File: config.mk
export PLATFORM = sky130hd
export DESIGN_NAME = sys_ctrl_regs
export DESIGN_NICKNAME = d
export VERILOG_FILES = /design/src/sys_ctrl_pkg.sv /design/src/event_latch.sv /design/src/sys_ctrl_regs.sv
export SDC_FILE = /design/constraint.sdc
export NUM_CORES = 1
export LEC_CHECK = 0
export BUFFER_PORTS_ARGS = -buffer_cell sky130_fd_sc_hd__buf_4
export CELL_PAD_IN_SITES_DETAIL_PLACEMENT = 0
export CELL_PAD_IN_SITES_GLOBAL_PLACEMENT = 2
export CORE_MARGIN = 5
export CORE_UTILIZATION = 28
export DETAILED_ROUTE_END_ITERATION = 8
export MAX_ROUTING_LAYER = met4
export PLACE_DENSITY_LB_ADDON = 0.1
export RECOVER_POWER = 100
export REMOVE_ABC_BUFFERS = 1
export SLEW_MARGIN = 30
export SYNTH_ARGS = -nofsm -noshare
export SYNTH_HDL_FRONTEND = slang
export SYNTH_HIERARCHICAL = 1
export SYNTH_SLANG_ARGS = --single-unit
File: constraint.sdc
create_clock -name aclk -period 3.7 [get_ports aclk]
set_input_delay 0.74 -clock aclk [delete_from_list [all_inputs] [get_ports aclk]]
set_output_delay 0.74 -clock aclk [all_outputs]
set_load 0.005 [all_outputs]
File: src/sys_ctrl_pkg.sv
// Purpose: shared constants and carrier types for the system control register bank
// Assumes: axi4-lite slave, 32-bit data, one aligned word per register
// Notes:   offsets are local choices; the register bank decodes all five address bits [4:0]
package sys_ctrl_pkg;

    localparam logic [4:0]  OFS_RESET_CONTROL = 5'h00;
    localparam logic [4:0]  OFS_LOW_POWER     = 5'h04;
    localparam logic [4:0]  OFS_CONFIG_STATUS = 5'h08;
    localparam logic [4:0]  OFS_PRIORITY_A    = 5'h0c;
    localparam logic [4:0]  OFS_PRIORITY_B    = 5'h10;

    localparam logic [15:0] WRITE_KEY_VALUE   = 16'h05fa;
    localparam int          KEY_MSB           = 31;
    localparam int          KEY_LSB           = 16;
    localparam int          BYTE_ORDER_POS    = 15;
    localparam int          RESET_REQ_POS     = 2;
    localparam int          DEBUG_RSVD_POS    = 1;
    localparam int          WAKE_ANY_POS      = 4;
    localparam int          DEEP_SLEEP_POS    = 2;
    localparam int          SLEEP_EXIT_POS    = 1;
    localparam int          STACK_ALIGN_POS   = 9;
    localparam int          MISALIGN_TRAP_POS = 3;
    localparam int          PRI_HI_POS        = 30;
    localparam int          PRI_MID_POS       = 22;
    localparam int          STATUS_ALIGN_POS  = 9;

    localparam logic        BYTE_ORDER_RESET  = 1'b0;
    localparam logic [1:0]  PRIORITY_RESET    = 2'h0;
    localparam logic [1:0]  RESP_OKAY         = 2'h0;
    localparam logic [1:0]  RESP_SLVERR       = 2'h2;

    typedef struct packed {
        logic       wake_any;
        logic       deep_sleep;
        logic       sleep_exit;
    } low_power_t;

    typedef struct packed {
        logic [1:0] supervisor_call;
        logic [1:0] pended_service;
        logic [1:0] tick;
    } priority_t;

    typedef enum logic [1:0] {
        CORE_RUN   = 2'b00,
        CORE_SLEEP = 2'b01,
        CORE_WAIT  = 2'b10
    } core_state_t;

endpackage : sys_ctrl_pkg

File: src/event_latch.sv
// Purpose: wake-up event latch for wait-for-event
// Assumes: pending edges and send-event pulses arrive synchronous to aclk
// Notes:   a set in the same cycle as a consume is kept for the next wait
`timescale 1ns/100ps
module event_latch (
    input  wire logic aclk,
    input  wire logic aresetn,
    input  wire logic wake_any,
    input  wire logic enabled_event,
    input  wire logic any_pending_rise,
    input  wire logic send_event_instr,
    input  wire logic consume,
    output logic      event_q
);
    logic event_d;
    logic set_ev;

    always_comb begin
        set_ev  = enabled_event | send_event_instr | (wake_any & any_pending_rise);
        event_d = set_ev | (event_q & ~consume);
    end

    always_ff @(posedge aclk) begin
        if (!aresetn) begin
            event_q <= 1'b0;
        end else begin
            event_q <= event_d;
        end
    end

    property p_set_kept;
        @(posedge aclk) disable iff (!aresetn)
        set_ev |=> event_q;
    endproperty
    a_set_kept: assert property (p_set_kept) else $error("event set was lost");
    property p_disabled_ignored;
        @(posedge aclk) disable iff (!aresetn)
        (!event_q && !wake_any && !enabled_event && !send_event_instr) |=> !event_q;
    endproperty
    a_disabled_ignored: assert property (p_disabled_ignored) else $error("disabled pending woke core");
endmodule : event_latch

File: src/sys_ctrl_regs.sv
// Purpose: system control registers (reset control, low power, config, handler priority)
// Assumes: axi4-lite master keeps at most one write and one read under way
// Notes:   all outputs are registered; unmapped addresses answer slverr
//
// Behaviour
// - writes to reset control ignored unless key field holds 0x05fa; key reads zero
// - bit 15 of reset control reports byte order, read only
// - keyed write of 1 to bit 2 pulses system reset request; reads 0
// - wake_on_any_pending set lets disabled pending interrupts wake the core
// - pending events wake wait-for-event or are latched for the next wait
// - send-event instruction always wakes wait-for-event
// - bit 2 of low power control selects sleep or deep sleep
// - bit 1 makes the core sleep on return from handler to thread
// - config register read only; bit 9 reads 1 for 8-byte stack alignment
// - stacked status bit 9 records padding on entry, restores alignment on return
// - config bit 3 reads 1; unaligned accesses raise hard fault
// - three handlers carry priorities of four levels, 0 to 3
// - priority fields keep bits 7:6 only; lower six bits read zero
// - first priority register holds supervisor call priority in bits 31:24
// - second register holds tick in 31:24 and pended service in 23:16
//
// The AXI4-Lite register port and the register addresses were chosen for this implementation.
`timescale 1ns/100ps
module sys_ctrl_regs (
    input  wire logic        aclk,
    input  wire logic        aresetn,
    input  wire logic [4:0]  s_axi_awaddr,
    input  wire logic        s_axi_awvalid,
    output logic             s_axi_awready,
    input  wire logic [31:0] s_axi_wdata,
    input  wire logic [3:0]  s_axi_wstrb,
    input  wire logic        s_axi_wvalid,
    output logic             s_axi_wready,
    output logic [1:0]       s_axi_bresp,
    output logic             s_axi_bvalid,
    input  wire logic        s_axi_bready,
    input  wire logic [4:0]  s_axi_araddr,
    input  wire logic        s_axi_arvalid,
    output logic             s_axi_arready,
    output logic [31:0]      s_axi_rdata,
    output logic [1:0]       s_axi_rresp,
    output logic             s_axi_rvalid,
    input  wire logic        s_axi_rready,
    input  wire logic        wait_for_event_instr,
    input  wire logic        wait_for_interrupt_instr,
    input  wire logic        send_event_instr,
    input  wire logic        enabled_event,
    input  wire logic        any_pending,
    input  wire logic        handler_to_thread,
    input  wire logic        exception_entry,
    input  wire logic        exception_return,
    input  wire logic        stack_misaligned,
    input  wire logic        stacked_align_bit,
    input  wire logic        unaligned_access,
    output logic             system_reset_request,
    output logic             core_sleeping,
    output logic             deep_sleep_select,
    output logic             hard_fault_exception,
    output logic             status_align_bit,
    output logic             stack_restore_pad,
    output logic [1:0]       supervisor_call_priority,
    output logic [1:0]       pended_service_priority,
    output logic [1:0]       tick_priority
);

    typedef struct packed {
        logic                      awready;
        logic                      wready;
        logic                      aw_held;
        logic [4:0]                aw_addr;
        logic                      w_held;
        logic [31:0]               w_data;
        logic [3:0]                w_strb;
        logic                      bvalid;
        logic [1:0]                bresp;
        logic                      arready;
        logic                      rvalid;
        logic [31:0]               rdata;
        logic [1:0]                rresp;
        logic                      byte_order;
        sys_ctrl_pkg::low_power_t  lp;
        sys_ctrl_pkg::priority_t   pri;
        logic                      reset_req;
        logic                      pending_prev;
        sys_ctrl_pkg::core_state_t core;
        logic                      hard_fault;
        logic                      align_bit;
        logic                      restore_pad;
        logic                      sleeping;
    } state_t;

    state_t st_q;
    state_t st_d;
    logic   event_q;
    logic   consume;
    logic   do_write;
    logic   do_read;
    logic   key_ok;
    logic   wr_full;

    event_latch u_event (
        .aclk             (aclk),
        .aresetn          (aresetn),
        .wake_any         (st_q.lp.wake_any),
        .enabled_event    (enabled_event),
        .any_pending_rise (any_pending & ~st_q.pending_prev),
        .send_event_instr (send_event_instr),
        .consume          (consume),
        .event_q          (event_q)
    );

    always_comb begin
        st_d     = st_q;
        consume  = 1'b0;
        do_write = st_q.aw_held & st_q.w_held & ~st_q.bvalid;
        do_read  = s_axi_arvalid & st_q.arready;
        wr_full  = &st_q.w_strb;
        key_ok   = st_q.w_data[sys_ctrl_pkg::KEY_MSB:sys_ctrl_pkg::KEY_LSB] == sys_ctrl_pkg::WRITE_KEY_VALUE;
        st_d.reset_req    = 1'b0;
        st_d.hard_fault   = unaligned_access;
        st_d.pending_prev = any_pending;

        // address and data captured independently, in either order
        if (s_axi_awvalid && st_q.awready) begin
            st_d.aw_held = 1'b1;
            st_d.aw_addr = s_axi_awaddr;
            st_d.awready = 1'b0;
        end
        if (s_axi_wvalid && st_q.wready) begin
            st_d.w_held = 1'b1;
            st_d.w_data = s_axi_wdata;
            st_d.w_strb = s_axi_wstrb;
            st_d.wready = 1'b0;
        end

        if (do_write) begin
            st_d.aw_held = 1'b0;
            st_d.w_held  = 1'b0;
            st_d.bvalid  = 1'b1;
            st_d.bresp   = sys_ctrl_pkg::RESP_OKAY;
            // partial-word writes to reset control and low power are dropped; priority registers follow their byte strobes
            case (st_q.aw_addr)
                sys_ctrl_pkg::OFS_RESET_CONTROL: begin
                    if (key_ok && wr_full) begin
                        st_d.reset_req = st_q.w_data[sys_ctrl_pkg::RESET_REQ_POS];
                    end
                end
                sys_ctrl_pkg::OFS_LOW_POWER: begin
                    if (wr_full) begin
                        st_d.lp.wake_any   = st_q.w_data[sys_ctrl_pkg::WAKE_ANY_POS];
                        st_d.lp.deep_sleep = st_q.w_data[sys_ctrl_pkg::DEEP_SLEEP_POS];
                        st_d.lp.sleep_exit = st_q.w_data[sys_ctrl_pkg::SLEEP_EXIT_POS];
                    end
                end
                sys_ctrl_pkg::OFS_CONFIG_STATUS: begin
                    st_d.bresp = sys_ctrl_pkg::RESP_OKAY;
                end
                sys_ctrl_pkg::OFS_PRIORITY_A: begin
                    if (st_q.w_strb[3]) begin
                        st_d.pri.supervisor_call = st_q.w_data[sys_ctrl_pkg::PRI_HI_POS +: 2];
                    end
                end
                sys_ctrl_pkg::OFS_PRIORITY_B: begin
                    if (st_q.w_strb[3]) begin
                        st_d.pri.tick = st_q.w_data[sys_ctrl_pkg::PRI_HI_POS +: 2];
                    end
                    if (st_q.w_strb[2]) begin
                        st_d.pri.pended_service = st_q.w_data[sys_ctrl_pkg::PRI_MID_POS +: 2];
                    end
                end
                default: begin
                    st_d.bresp = sys_ctrl_pkg::RESP_SLVERR;
                end
            endcase
        end
        if (st_q.bvalid && s_axi_bready) begin
            st_d.bvalid  = 1'b0;
            st_d.awready = 1'b1;
            st_d.wready  = 1'b1;
        end

        if (do_read) begin
            st_d.arready = 1'b0;
            st_d.rvalid  = 1'b1;
            st_d.rresp   = sys_ctrl_pkg::RESP_OKAY;
            st_d.rdata   = 32'h0000_0000;
            case (s_axi_araddr)
                sys_ctrl_pkg::OFS_RESET_CONTROL: begin
                    // key field, request bit and debug bit all read zero
                    st_d.rdata[sys_ctrl_pkg::BYTE_ORDER_POS] = st_q.byte_order;
                end
                sys_ctrl_pkg::OFS_LOW_POWER: begin
                    st_d.rdata[sys_ctrl_pkg::WAKE_ANY_POS]   = st_q.lp.wake_any;
                    st_d.rdata[sys_ctrl_pkg::DEEP_SLEEP_POS] = st_q.lp.deep_sleep;
                    st_d.rdata[sys_ctrl_pkg::SLEEP_EXIT_POS] = st_q.lp.sleep_exit;
                end
                sys_ctrl_pkg::OFS_CONFIG_STATUS: begin
                    st_d.rdata[sys_ctrl_pkg::STACK_ALIGN_POS]   = 1'b1;
                    st_d.rdata[sys_ctrl_pkg::MISALIGN_TRAP_POS] = 1'b1;
                end
                sys_ctrl_pkg::OFS_PRIORITY_A: begin
                    st_d.rdata[sys_ctrl_pkg::PRI_HI_POS +: 2] = st_q.pri.supervisor_call;
                end
                sys_ctrl_pkg::OFS_PRIORITY_B: begin
                    st_d.rdata[sys_ctrl_pkg::PRI_HI_POS +: 2]  = st_q.pri.tick;
                    st_d.rdata[sys_ctrl_pkg::PRI_MID_POS +: 2] = st_q.pri.pended_service;
                end
                default: begin
                    st_d.rresp = sys_ctrl_pkg::RESP_SLVERR;
                end
            endcase
        end
        if (st_q.rvalid && s_axi_rready) begin
            st_d.rvalid  = 1'b0;
            st_d.arready = 1'b1;
        end

        // stack alignment bookkeeping around exceptions
        if (exception_entry) begin
            st_d.align_bit = stack_misaligned;
        end
        if (exception_return) begin
            st_d.restore_pad = stacked_align_bit;
        end

        // low power sequencing
        case (st_q.core)
            sys_ctrl_pkg::CORE_RUN: begin
                if (wait_for_event_instr) begin
                    if (event_q) begin
                        consume = 1'b1;
                    end else begin
                        st_d.core = sys_ctrl_pkg::CORE_WAIT;
                    end
                end else if (wait_for_interrupt_instr || (handler_to_thread && st_q.lp.sleep_exit)) begin
                    st_d.core = sys_ctrl_pkg::CORE_SLEEP;
                end
            end
            sys_ctrl_pkg::CORE_WAIT: begin
                if (event_q) begin
                    consume   = 1'b1;
                    st_d.core = sys_ctrl_pkg::CORE_RUN;
                end
            end
            sys_ctrl_pkg::CORE_SLEEP: begin
                if (enabled_event || (st_q.lp.wake_any && any_pending)) begin
                    st_d.core = sys_ctrl_pkg::CORE_RUN;
                end
            end
            default: begin
                st_d.core = sys_ctrl_pkg::CORE_RUN;
            end
        endcase
        // registered copy so the sleep output leaves a flop, not a decode
        st_d.sleeping = (st_d.core != sys_ctrl_pkg::CORE_RUN);
    end

    always_ff @(posedge aclk) begin
        if (!aresetn) begin
            st_q         <= '0;
            st_q.awready <= 1'b1;
            st_q.wready  <= 1'b1;
            st_q.arready <= 1'b1;
            st_q.byte_order <= sys_ctrl_pkg::BYTE_ORDER_RESET;
            st_q.pri     <= {3{sys_ctrl_pkg::PRIORITY_RESET}};
            st_q.core    <= sys_ctrl_pkg::CORE_RUN;
        end else begin
            st_q <= st_d;
        end
    end

    assign s_axi_awready            = st_q.awready;
    assign s_axi_wready             = st_q.wready;
    assign s_axi_bvalid             = st_q.bvalid;
    assign s_axi_bresp              = st_q.bresp;
    assign s_axi_arready            = st_q.arready;
    assign s_axi_rvalid             = st_q.rvalid;
    assign s_axi_rdata              = st_q.rdata;
    assign s_axi_rresp              = st_q.rresp;
    assign system_reset_request     = st_q.reset_req;
    assign core_sleeping            = st_q.sleeping;
    assign deep_sleep_select        = st_q.lp.deep_sleep;
    assign hard_fault_exception     = st_q.hard_fault;
    assign status_align_bit         = st_q.align_bit;
    assign stack_restore_pad        = st_q.restore_pad;
    assign supervisor_call_priority = st_q.pri.supervisor_call;
    assign pended_service_priority  = st_q.pri.pended_service;
    assign tick_priority            = st_q.pri.tick;

    property p_key_guard;
        @(posedge aclk) disable iff (!aresetn)
        (do_write && st_q.aw_addr == sys_ctrl_pkg::OFS_RESET_CONTROL && !key_ok) |=> !system_reset_request;
    endproperty
    a_key_guard: assert property (p_key_guard) else $error("unkeyed write raised reset");
    property p_reset_req;
        @(posedge aclk) disable iff (!aresetn)
        (do_write && st_q.aw_addr == sys_ctrl_pkg::OFS_RESET_CONTROL && key_ok && wr_full
         && st_q.w_data[sys_ctrl_pkg::RESET_REQ_POS]) |=> system_reset_request ##1 !system_reset_request;
    endproperty
    a_reset_req: assert property (p_reset_req) else $error("reset request not one pulse");
    property p_ctrl_read;
        @(posedge aclk) disable iff (!aresetn)
        (do_read && s_axi_araddr == sys_ctrl_pkg::OFS_RESET_CONTROL) |=> (s_axi_rdata[31:16] == 16'h0000
            && s_axi_rdata[2:0] == 3'h0 && s_axi_rdata[15] == $past(st_q.byte_order));
    endproperty
    a_ctrl_read: assert property (p_ctrl_read) else $error("reset control read wrong");
    property p_cfg_read;
        @(posedge aclk) disable iff (!aresetn)
        (do_read && s_axi_araddr == sys_ctrl_pkg::OFS_CONFIG_STATUS) |=> s_axi_rdata == 32'h0000_0208;
    endproperty
    a_cfg_read: assert property (p_cfg_read) else $error("config read wrong");
    property p_pri_read;
        @(posedge aclk) disable iff (!aresetn)
        (do_read && s_axi_araddr == sys_ctrl_pkg::OFS_PRIORITY_B) |=> (s_axi_rdata[29:0] & 32'h3f3f_ffff) == 32'h0;
    endproperty
    a_pri_read: assert property (p_pri_read) else $error("priority low bits not zero");
    property p_deep_sel;
        @(posedge aclk) disable iff (!aresetn)
        (do_write && st_q.aw_addr == sys_ctrl_pkg::OFS_LOW_POWER && wr_full)
            |=> deep_sleep_select == $past(st_q.w_data[2]);
    endproperty
    a_deep_sel: assert property (p_deep_sel) else $error("deep sleep select not stored");
    property p_sleep_exit;
        @(posedge aclk) disable iff (!aresetn)
        (st_q.core == sys_ctrl_pkg::CORE_RUN && !wait_for_event_instr && handler_to_thread && st_q.lp.sleep_exit)
            |=> core_sleeping;
    endproperty
    a_sleep_exit: assert property (p_sleep_exit) else $error("no sleep on handler exit");
    property p_sev_wake;
        @(posedge aclk) disable iff (!aresetn)
        (st_q.core == sys_ctrl_pkg::CORE_WAIT && send_event_instr) |-> ##[1:2] !core_sleeping;
    endproperty
    a_sev_wake: assert property (p_sev_wake) else $error("send event did not wake");
    property p_wfe_latched;
        @(posedge aclk) disable iff (!aresetn)
        (st_q.core == sys_ctrl_pkg::CORE_RUN && wait_for_event_instr && event_q) |=> !core_sleeping;
    endproperty
    a_wfe_latched: assert property (p_wfe_latched) else $error("latched event did not skip the wait");
    property p_fault;
        @(posedge aclk) disable iff (!aresetn)
        unaligned_access |=> hard_fault_exception;
    endproperty
    a_fault: assert property (p_fault) else $error("unaligned access without fault");
    property p_align;
        @(posedge aclk) disable iff (!aresetn)
        exception_entry |=> status_align_bit == $past(stack_misaligned);
    endproperty
    a_align: assert property (p_align) else $error("stacked align bit wrong");

    c_reset: cover property (@(posedge aclk) disable iff (!aresetn) system_reset_request);
    c_wait_wake: cover property (@(posedge aclk) disable iff (!aresetn)
        st_q.core == sys_ctrl_pkg::CORE_WAIT ##1 st_q.core == sys_ctrl_pkg::CORE_RUN);
    c_pri_write: cover property (@(posedge aclk) disable iff (!aresetn)
        do_write && st_q.aw_addr == sys_ctrl_pkg::OFS_PRIORITY_B);
    c_slverr: cover property (@(posedge aclk) disable iff (!aresetn)
        s_axi_rvalid && s_axi_rresp == sys_ctrl_pkg::RESP_SLVERR);
endmodule : sys_ctrl_regs

==> results of run 1 <==
==> worst max-delay path: cells and delay by family <==
kind	cells	cell delay [ps]
and+or+nand+nor	1	380
buffers and inverters	2	1400
AOI/OAI and AO/OA	1	150
==> cells in the final DEF (no fill, tap or decap), types with 2 or more instances in the layout <==
master / n
sky130_fd_sc_hd__a21oi_1: 37
sky130_fd_sc_hd__a32oi_1: 7
sky130_fd_sc_hd__and2_1: 3
sky130_fd_sc_hd__and4b_1: 2
sky130_fd_sc_hd__buf_4: 49
sky130_fd_sc_hd__clkbuf_1: 9
sky130_fd_sc_hd__clkbuf_4: 21
sky130_fd_sc_hd__clkbuf_8: 13
sky130_fd_sc_hd__conb_1: 25
sky130_fd_sc_hd__dfxtp_1: 63
sky130_fd_sc_hd__inv_1: 4
sky130_fd_sc_hd__mux2i_1: 11
sky130_fd_sc_hd__nand2_1: 74
sky130_fd_sc_hd__nand2b_1: 3
sky130_fd_sc_hd__nand3_1: 5
sky130_fd_sc_hd__nand3b_1: 2
sky130_fd_sc_hd__nand4_1: 6
sky130_fd_sc_hd__nor2_1: 14
sky130_fd_sc_hd__nor2b_1: 2
sky130_fd_sc_hd__nor3_1: 4
sky130_fd_sc_hd__nor4_1: 4
sky130_fd_sc_hd__o21ai_0: 3
sky130_fd_sc_hd__o21bai_1: 2
==> power by group through the flow <==
stage          clock network [mW]  logic (mW)  registers, mW
2_1_floorplan                   0      0.0707          0.741
3_3_place_gp                    0       0.151          0.745
3_5_place_dp                    0       0.151          0.746
4_1_cts                     0.599       0.151          0.730
5_1_grt                     0.638       0.167          0.734
6_report                    0.578       0.146          0.730
==> metal layers <==
metal	track usage	vias to the layer above	wire length [µm]
met5	-	-	0
met3	0.0385	7	475
met4	0.0433	0	92
met1	0.162	977	3330
li1	-	1139	-
met2	0.162	75	2720
==> flip-flops by register name, summed over array words and instances, names as in the netlist, 2 cells and up <==
register / count
pended_service_priority: 2
s_axi_rdata: 8
st_q: 35
supervisor_call_priority: 2
tick_priority: 2
==> cell type report <==
cell class / count / area, µm² / area share
clock buffers: 14 / 183 / 0.0546
clock inverters: 2 / 12.5 / 0.00374
inverters: 5 / 18.8 / 0.00561
multi-input cells: 220 / 1150 / 0.344
flip-flops and latches: 63 / 1260 / 0.377
well taps: 133 / 166 / 0.0497
repair buffers: 78 / 556 / 0.166
==> worst max path at each step <==
stage                                  to  slack, ps  cells after the start                        from
2_1_floorplan       st_q[57]$_SDFFE_PN0P_       2200                      3                s_axi_wvalid
3_3_place_gp     core_sleeping$_SDFF_PN0_       1600                      4                     aresetn
3_5_place_dp     core_sleeping$_SDFF_PN0_       1610                      4                     aresetn
4_1_cts                     s_axi_awready       1950                      1  s_axi_awready$_SDFFE_PP1P_
5_1_grt        s_axi_awready$_SDFFE_PP1P_        950                      4                     aresetn
6_report         core_sleeping$_SDFF_PN0_       1280                      4                     aresetn
==> cell families after synthesis <==
| logic type | after synthesis | share of synthesized area |
|---|---|---|
| and+or+nand+nor | 128 | 0.228 |
| DFF | 63 | 0.461 |
| buffers and inverters | 60 | 0.144 |
| AOI/OAI and AO/OA | 55 | 0.120 |
| muxes | 12 | 0.0444 |
| other | 1 | 0.00137 |
==> metrics by stage <==
step	std cells	area, µm²	hold WS, ps	total power [mW]	util
6_report	515	3350	454	1.45	0.347
5_1_grt	515	3350	478	1.54	0.347
4_1_cts	515	3400	457	1.48	0.352
3_5_place_dp	499	3200	447	0.897	0.332
3_3_place_gp	499	3200	442	0.897	0.332
2_1_floorplan	288	2450	431	0.811	-
==> results.md, run 1 <==
* Half-perimeter wire length after placement at around 4800 µm
* Number of nets at the end of the flow at between 400 and 500
* RSZ-0062 raised after global routing: false
* Post-layout min period at about 2400 ps
* Setup TNS at 0 ps
* Core Area at slightly below 10,000 µm²
* Hold endpoint: st_q[85]$_SDFFE_PN0P_
* Buffers inserted by post-CTS timing repair at 0
* Clock sink count at 63
* Number of iterations in the first detailed-routing pass at 4
* Class of the tightest hold or removal check: reg2reg
* Crit path setup slack, layout at ~1300 ps
* Share of total power in the clock network at 0.398
* Pin count of the biggest net entering global routing at 46
* Effective utilization at floorplan at 0.284
* Signed area change from the synthesized netlist to the final layout at 22.4%
* # fillers at 1,064
* Die footprint at roughly 12,000 µm²
* Die Y at 109 µm
* Standard-cell row count at 36
* Root buffer cell: sky130_fd_sc_hd__clkbuf_8
* Clock tree from TritonCTS: done
* IR Drop Worst-Case VDD at approximately 150 µV
* Internal power summed over all cells at 1.10 mW
* Clock buffers created by TritonCTS at 9
* Power density normalized to cell area at ~430 nW/µm²
* Critical-path top delay cell: sky130_fd_sc_hd__clkbuf_1
* Cell-by-cell trace of the critical path: clkbuf_1 > inv_2 > nor3_1 > o21bai_1
* Peak Freq at slightly above 400 MHz
* Crit-path max FO at 45
* Count of hold-fix buffers inserted at cts at 0
* Chip Width at around 110 µm
* Proportion of layout cells with a drive suffix above 1 at 0.236
* Cell type contributing the most total cell area after synthesis: sky130_fd_sc_hd__dfxtp_1
* Hold Path Depth at 2
* Antenna cells at 0
* Cell types occupying the most area after synthesis: sky130_fd_sc_hd__dfxtp_1, sky130_fd_sc_hd__buf_4, sky130_fd_sc_hd__nand2_1
* Arrival time of the worst setup path at 2690 ps
* Count of vias placed by the detailed router at around 2,200
* Register-to-register setup slack at around 1700 ps
* Run status: finished clean
* Synthesis Warnings at 6
* Commonest register cell after synthesis: sky130_fd_sc_hd__dfxtp_1
* Required time of the worst setup path at between 3000 and 4000 ps
* Wire length of the first global-routing pass at around 10,000 µm
* Global route overflow at 0
* Leakage power at about 1.4 nW
* Sequential-to-total area share from yosys stat at 0.461
* DRC violations left at 0
* Reg-to-reg critical path startpoint: st_q[98]$_SDFFE_PN0P_
* Worst-case reg-to-reg path depth at 3
* Count of final setup violators at 0
* Unique masters post-synth at between 40 and 50
* Max Root-Sink Buffers at 2
* Maxcap violations at 0
* Antenna violations before repair at 0
* Synthesized instance count at around 320
* Actual transition at the worst max-transition pin at 1080 ps
* Number of ports placed on the die boundary at about 120
* Clock-pin slew of the registers on the worst-case setup and hold paths at ~70 ps
* Fraction of power spent switching nets at 0.246
* Synthesis-stage register bit count at 63
* Crit Reg-Reg Endpoint: deep_sleep_select$_SDFFE_PN0P_
* Worst Setup End Kind: flop
* Pre-CTS worst setup slack at 1610 ps
* Final WL at 6620 µm
* CP max stage delay at 770 ps
* Synthesized area per cell at roughly 8.6 µm²
* Maximum level of the CTS H-tree at 3
* Vias in the first global route at 2,038
* Number of hold violations in the final report at 0
* Routed len/inst at ~13 µm
* Final Cycle Share at 0.655
* Most instantiated cells after synthesis: sky130_fd_sc_hd__nand2_1, sky130_fd_sc_hd__dfxtp_1, sky130_fd_sc_hd__buf_4, sky130_fd_sc_hd__a21oi_1, sky130_fd_sc_hd__nor2_1
* Drt first-iter violations at between 100 and 150
* Total net switching power at approximately 0.36 mW
* Count of pins over their slew limit at 0
* Crit Path Class: in2reg
* Number of enable-type register cells in the synthesized netlist at 0
* Gates resized, CTS repair at 0
* Kind of start point of the critical path: primary input
* Count of port buffers added during placement at 78
* Share of Yosys cell area claimed by the top area cell type at 0.461
* Part of the total power dissipated in combinational logic at 0.100
* Async SR Flop Fraction at 0
* Share of total power in sequential cells at 0.502
* Routability congestion estimate from global placement at approximately 0.81
* Worst relative slew slack at 0.283
* Most common cell in the synthesized netlist: sky130_fd_sc_hd__nand2_1
* Gr usage total at 0.118
* Clock insertion delay at the later pin of the skew report at roughly 330 ps
* Ratio of routed vias to standard cells at 4.27
* Final setup skew at approximately 7.3 ps
* Startpoint of the most critical hold path: st_q[85]$_SDFFE_PN0P_
* Residual antenna-violating net count after detailed routing at 0
* Summed instance area of the synthesized netlist at about 2700 µm²
(Power assumes the default switching activity.)
==> inputs of run 2 (changes only) <==
--- a/config.mk
+++ b/config.mk
@@ -9,7 +9,7 @@
 export CELL_PAD_IN_SITES_DETAIL_PLACEMENT = 0
 export CELL_PAD_IN_SITES_GLOBAL_PLACEMENT = 2
 export CORE_MARGIN = 5
-export CORE_UTILIZATION = 28
+export CORE_UTILIZATION = 26
 export DETAILED_ROUTE_END_ITERATION = 8
 export MAX_ROUTING_LAYER = met4
 export PLACE_DENSITY_LB_ADDON = 0.1
==> constraint.sdc (replaced) <==
create_clock -name aclk -period 2.4 [get_ports aclk]
set_input_delay 0.48 -clock aclk [delete_from_list [all_inputs] [get_ports aclk]]
set_output_delay 0.48 -clock aclk [all_outputs]
set_load 0.005 [all_outputs]
==> run 2 against run 1 <==
  * Critical path depth shrank 1
  * Sequential cell count stayed put
  * Hold slack got worse by 110 ps
  * Non-clock buffer count rose by 3
==> results.md, run 2 (synthesis gave the netlist of run 1 again) <==
* Standard-cell row count at 37 (+2.8%)
* Max FFs per register at 35 (unchanged)
* Number of iterations in the first detailed-routing pass at 4 (unchanged)
* Actual transition at the worst max-transition pin at 1150 ps (+77.1 ps)
* Die Y at 113 µm (+3.4%)
* Clock buffers created by TritonCTS at 9 (unchanged)
* Drt first-iter violations at 91 (-9.9%)
* Largest register by flop count: st_q
* Peak Freq at roughly 540 MHz
* Crit-path max FO at 6 (-87%)
* Kind of cell adding the most delay to the critical path: simple AND/OR/NAND/NOR gates
* Leakage power at 1.41 nW (+1.8%)
* Max Root-Sink Buffers at 2 (unchanged)
* Buffers inserted by post-CTS timing repair at 0 (unchanged)
* Post-layout min period at ~1800 ps
* Clock insertion delay at the later pin of the skew report at 330 ps (about the same)
* CP max stage delay at 580 ps (-190 ps)
* RSZ-0062 raised after global routing: false
* Clock sink count at 63 (unchanged)
* Chip Width at 113 µm (+3.4%)
* Core Area at 10,300 µm² (+6.6%)
* Count of port buffers added during placement at 78 (unchanged)
* Vias in the first global route at 2,171 (+6.5%)
* Global route overflow at 0 (unchanged)
* Count of pins over their slew limit at 0 (unchanged)
* Worst Setup End Kind: flop
* Required time of the worst setup path at 2660 ps (-1300 ps)
* Crit Path Class: reg2reg
* Count of vias placed by the detailed router at 2,236 (+1.7%)
* # fillers at 1,166 (+9.6%)
* Antenna violations before repair at 0 (unchanged)
* Worst relative slew slack at 0.231 (-0.0523)
* Post-layout power at 2.25 mW (+55%)
* Class of the tightest hold or removal check: in2reg
* Final WL at 6910 µm (+4.5%)
* Kind of start point of the critical path: flop
* Placed cells at 505 (+1.2%)
* Arrival time of the worst setup path at 2100 ps (-590 ps)
* Pin count of the biggest net entering global routing at 35 (-24%)
* Residual antenna-violating net count after detailed routing at 0 (unchanged)
* Worst path bufs/invs at 0 (-2)
* Critical-path top delay cell: sky130_fd_sc_hd__or4b_1
* Maxcap violations at 0 (unchanged)
* Routed len/inst at 13.3 µm (+3.3%)
* Setup TNS at 0 ps (unchanged)
* Number of hold violations in the final report at 0 (unchanged)
* Proportion of layout cells with a drive suffix above 1 at 0.242 (+0.00596)
* Antenna cells at 0 (unchanged)
* Routability congestion estimate from global placement at 0.690 (-15%)
* Run status: finished clean
* Signed area change from the synthesized netlist to the final layout at 23.7%
* Power density normalized to cell area at 666 nW/µm² (+53%)
* Number of nets at the end of the flow at 444 (+0.68%)
* Gr usage total at 0.112 (-0.00580)
* Half-perimeter wire length after placement at 5040 µm (+5.2%)
* Number of ports placed on the die boundary at 117 (unchanged)
* Gates resized, CTS repair at 0 (unchanged)
* Count of final setup violators at 0 (unchanged)
* Die footprint at 12,700 µm² (+7.0%)
* Most common library cell in the layout ignoring fill and taps: sky130_fd_sc_hd__nand2_1
* Final cell count without fillers at 521 (+1.2%)
* Count of hold-fix buffers inserted at cts at 0 (unchanged)
* Root buffer cell: sky130_fd_sc_hd__clkbuf_8
* Final Cycle Share at 0.765
* Clock-pin slew of the registers on the worst-case setup and hold paths at 70 ps (about the same)
* Ratio of routed vias to standard cells at 4.29 (+0.56%)
* Maximum level of the CTS H-tree at 3 (unchanged)
* Final setup skew at 6.95 ps (-0.311 ps)
* DRC violations left at 0 (unchanged)
* Cell-by-cell trace of the critical path: or4b_1 > nor4_2 > mux2i_1
* Clock tree from TritonCTS: done
* Commonest cells after routing, fill and taps aside: sky130_fd_sc_hd__nand2_1, sky130_fd_sc_hd__dfxtp_1, sky130_fd_sc_hd__buf_4, sky130_fd_sc_hd__a21oi_1, sky130_fd_sc_hd__conb_1
* Wire length of the first global-routing pass at 10,900 µm (+5.0%)
* IR Drop Worst-Case VDD at 214 µV (+40%)
* Effective utilization at floorplan at 0.266 (-0.0176)
## run 2: where the power goes
part	total (mW)	internal, mW	switching, mW
Combinational	0.232	0.114	0.118
Sequential	1.12	1.09	0.0325
Clock	0.895	0.504	0.391
Total	2.25	1.71	0.542
## run 2: layout make-up
class | instances | area [µm²] | area share
sequential | 63 | 1260 | 0.373
clock inverter | 4 | 45.0 | 0.0133
multi-input combinational | 220 | 1150 | 0.342
clock buffer | 12 | 145 | 0.0429
timing repair buffer | 81 | 586 | 0.173
tap | 136 | 170 | 0.0503
inverter | 5 | 18.8 | 0.00555
## run 2: metrics by stage
stage | util | worst slack [ps] | hold WS (ps) | cell area [µm²]
after floorplan | - | 937 | 431 | 2450
after global placement | 0.314 | 675 | 440 | 3230
after detailed placement | 0.314 | 674 | 443 | 3230
after CTS | 0.332 | 696 | 326 | 3420
after global routing | 0.329 | 392 | 329 | 3380
final | 0.329 | 564 | 347 | 3380
## run 2: layer usage
metal | GRT usage | vias to the layer above | share of wire
li1 | - | 1139 | -
met1 | 0.141 | 1012 | 0.47
met2 | 0.169 | 79 | 0.45
met3 | 0.0329 | 6 | 0.069
met4 | 0.0481 | 0 | 0.011
met5 | - | - | 0
## run 2: final timing paths
path | end | slack [ps] | from | depth (start not counted)
max | st_q[16]$_SDFFE_PN0P_ | 560 | st_q[98]$_SDFFE_PN0P_ | 3
min | s_axi_wready$_SDFFE_PP1P_ | 350 | s_axi_wvalid | 2
max reg2reg | st_q[16]$_SDFFE_PN0P_ | 560 | st_q[98]$_SDFFE_PN0P_ | 3
min reg2reg | st_q[78]$_SDFFE_PN0P_ | 450 | st_q[78]$_SDFFE_PN0P_ | 2
==> inputs of run 3 (changes only) <==
==> constraint.sdc (replaced) <==
create_clock -name aclk -period 1.8 [get_ports aclk]
set_input_delay 0.36 -clock aclk [delete_from_list [all_inputs] [get_ports aclk]]
set_output_delay 0.36 -clock aclk [all_outputs]
set_load 0.005 [all_outputs]
==> run 3 against run 2 <==
  * Critical path type unchanged
  * Clock skew rose by 1.0 ps
  * Combinational power is 37% higher
  * Maximum frequency is 13% higher
  * Sequential power increased by 34%
  * Setup slack lost 390 ps
  * Count of clock-buffer cells in the layout unchanged
  * Cell area increased by 1.2%
  * Sequential cell count stayed put
  * Critical path depth unchanged
  * Critical endpoint unchanged
  * Utilization is 0.39 points higher
  * Global-route usage decreased by 0.16 points
==> results.md, run 3 (synthesis gave the netlist of run 1 again) <==
* Die Y at 113 µm (unchanged)
* Clock-pin slew of the registers on the worst-case setup and hold paths at 70 ps (about the same)
* RSZ-0062 raised after global routing: false
* Commonest cells after routing, fill and taps aside: sky130_fd_sc_hd__nand2_1, sky130_fd_sc_hd__dfxtp_1, sky130_fd_sc_hd__buf_4, sky130_fd_sc_hd__a21oi_1, sky130_fd_sc_hd__conb_1
* Max FFs per register at 35 (unchanged)
* Post-layout min period at 1620 ps (-212 ps)
* Most common library cell in the layout ignoring fill and taps: sky130_fd_sc_hd__nand2_1
* Die footprint at 12,700 µm² (unchanged)
* Half-perimeter wire length after placement at 5080 µm (+0.74%)
* Arrival time of the worst setup path at 1880 ps (-220 ps)
* Core Area at 10,300 µm² (unchanged)
* Pin count of the biggest net entering global routing at 34 (-2.9%)
* Count of vias placed by the detailed router at 2,261 (+1.1%)
* Kind of start point of the critical path: flop
* Leakage power at 1.43 nW (+1.8%)
* Max Root-Sink Buffers at 2 (unchanged)
* Count of port buffers added during placement at 78 (unchanged)
* Buffers inserted by post-CTS timing repair at 0 (unchanged)
* Residual antenna-violating net count after detailed routing at 0 (unchanged)
* Antenna violations before repair at 0 (unchanged)
* Number of nets at the end of the flow at 449 (+1.1%)
* Run status: finished clean
* Class of the tightest hold or removal check: in2reg
* Number of hold violations in the final report at 0 (unchanged)
* Number of iterations in the first detailed-routing pass at 4 (unchanged)
* Clock buffers created by TritonCTS at 9 (unchanged)
* Global route overflow at 0 (unchanged)
* Maximum level of the CTS H-tree at 3 (unchanged)
* Cell-by-cell trace of the critical path: or4b_1 > nor4_4 > mux2i_1
* Required time of the worst setup path at 2060 ps (-600 ps)
* DRC violations left at 0 (unchanged)
* Final Cycle Share at 0.902 (+0.137)
* Standard-cell row count at 37 (unchanged)
* Vias in the first global route at 2,177 (+0.28%)
* Proportion of layout cells with a drive suffix above 1 at 0.246 (+0.00460)
* Clock tree from TritonCTS: done
* IR Drop Worst-Case VDD at 313 µV (+46%)
* Routability congestion estimate from global placement at 0.689 (-0.13%)
* Count of pins over their slew limit at 0 (unchanged)
* Root buffer cell: sky130_fd_sc_hd__clkbuf_8
* Actual transition at the worst max-transition pin at 976 ps (-177 ps)
* Final WL at 6860 µm (-0.80%)
* Effective utilization at floorplan at 0.266 (unchanged)
* Largest register by flop count: st_q
* Signed area change from the synthesized netlist to the final layout at 25.1%
* Clock sink count at 63 (unchanged)
* Crit-path max FO at 4 (-2)
* Ratio of routed vias to standard cells at 4.30 (+0.16%)
* Gates resized, CTS repair at 0 (unchanged)
* Maxcap violations at 0 (unchanged)
* Count of final setup violators at 0 (unchanged)
* Post-layout power at 3.01 mW (+34%)
* Drt first-iter violations at 90 (-1.1%)
* Worst Setup End Kind: flop
* Antenna cells at 0 (unchanged)
* CP max stage delay at 570 ps (about the same)
* Gr usage total at 0.111 (-0.00156)
* Setup TNS at 0 ps (unchanged)
* Routed len/inst at 13.0 µm (-1.7%)
* Worst relative slew slack at 0.349 (+0.119)
* Final setup skew at 7.97 ps (+1.03 ps)
* Power density normalized to cell area at 881 nW/µm² (+32%)
* Critical-path top delay cell: sky130_fd_sc_hd__or4b_1
* Crit Path Class: reg2reg
* Wire length of the first global-routing pass at 10,900 µm (-0.32%)
* Count of hold-fix buffers inserted at cts at 0 (unchanged)
* Peak Freq at 616 MHz (+13%)
* Chip Width at 113 µm (unchanged)
* Number of ports placed on the die boundary at 117 (unchanged)
* Clock insertion delay at the later pin of the skew report at 330 ps (about the same)
[run 3: worst max-delay path: cells and delay by family (launching register included)]
kind          cells  cell delay (ps)
mux               1              230
simple gates      2              980
flops             1              330
[run 3: area by class of cell]
type	count	area, µm²
flip-flops and latches	63	1260
multi-input cells	220	1160
fillers	1142	6860
inverters	5	18.8
repair buffers	86	617
well taps	136	170
clock buffers	12	145
clock inverters	4	45.0
[run 3: metal layers]
metal / track usage / wire length, µm / vias to the layer above / part of all wire
met5: - / 0 / - / 0
met4: 0.0481 / 112 / 0 / 0.016
met3: 0.0334 / 475 / 10 / 0.069
met2: 0.167 / 3040 / 75 / 0.44
met1: 0.137 / 3240 / 1017 / 0.47
li1: - / - / 1159 / -
[run 3: through the flow]
stage / utilization / hold WS, ps / worst slack, ps / cells / area, µm²
2_1_floorplan: - / 431 / 337 / 288 / 2450
3_3_place_gp: 0.319 / 441 / 250 / 510 / 3280
3_5_place_dp: 0.319 / 446 / 227 / 510 / 3280
4_1_cts: 0.337 / 209 / 199 / 526 / 3470
5_1_grt: 0.333 / 212 / 111 / 526 / 3420
6_report: 0.333 / 224 / 177 / 526 / 3420
[run 3: where the power goes]
group	switching [mW]	leakage, nW	total (mW)	internal (mW)
Sequential	0.0409	0.516	1.50	1.46
Combinational	0.161	0.815	0.317	0.156
Clock	0.529	0.100	1.20	0.672
[run 3: worst paths after layout]
| check | startpoint | to | slack [ps] | cells after the start |
|---|---|---|---|---|
| max | st_q[94]$_SDFFE_PN0P_ | st_q[16]$_SDFFE_PN0P_ | 180 | 3 |
| min | s_axi_wvalid | s_axi_wready$_SDFFE_PP1P_ | 220 | 2 |
| max reg2reg | st_q[94]$_SDFFE_PN0P_ | st_q[16]$_SDFFE_PN0P_ | 180 | 3 |
| min reg2reg | st_q[85]$_SDFFE_PN0P_ | st_q[85]$_SDFFE_PN0P_ | 450 | 2 |
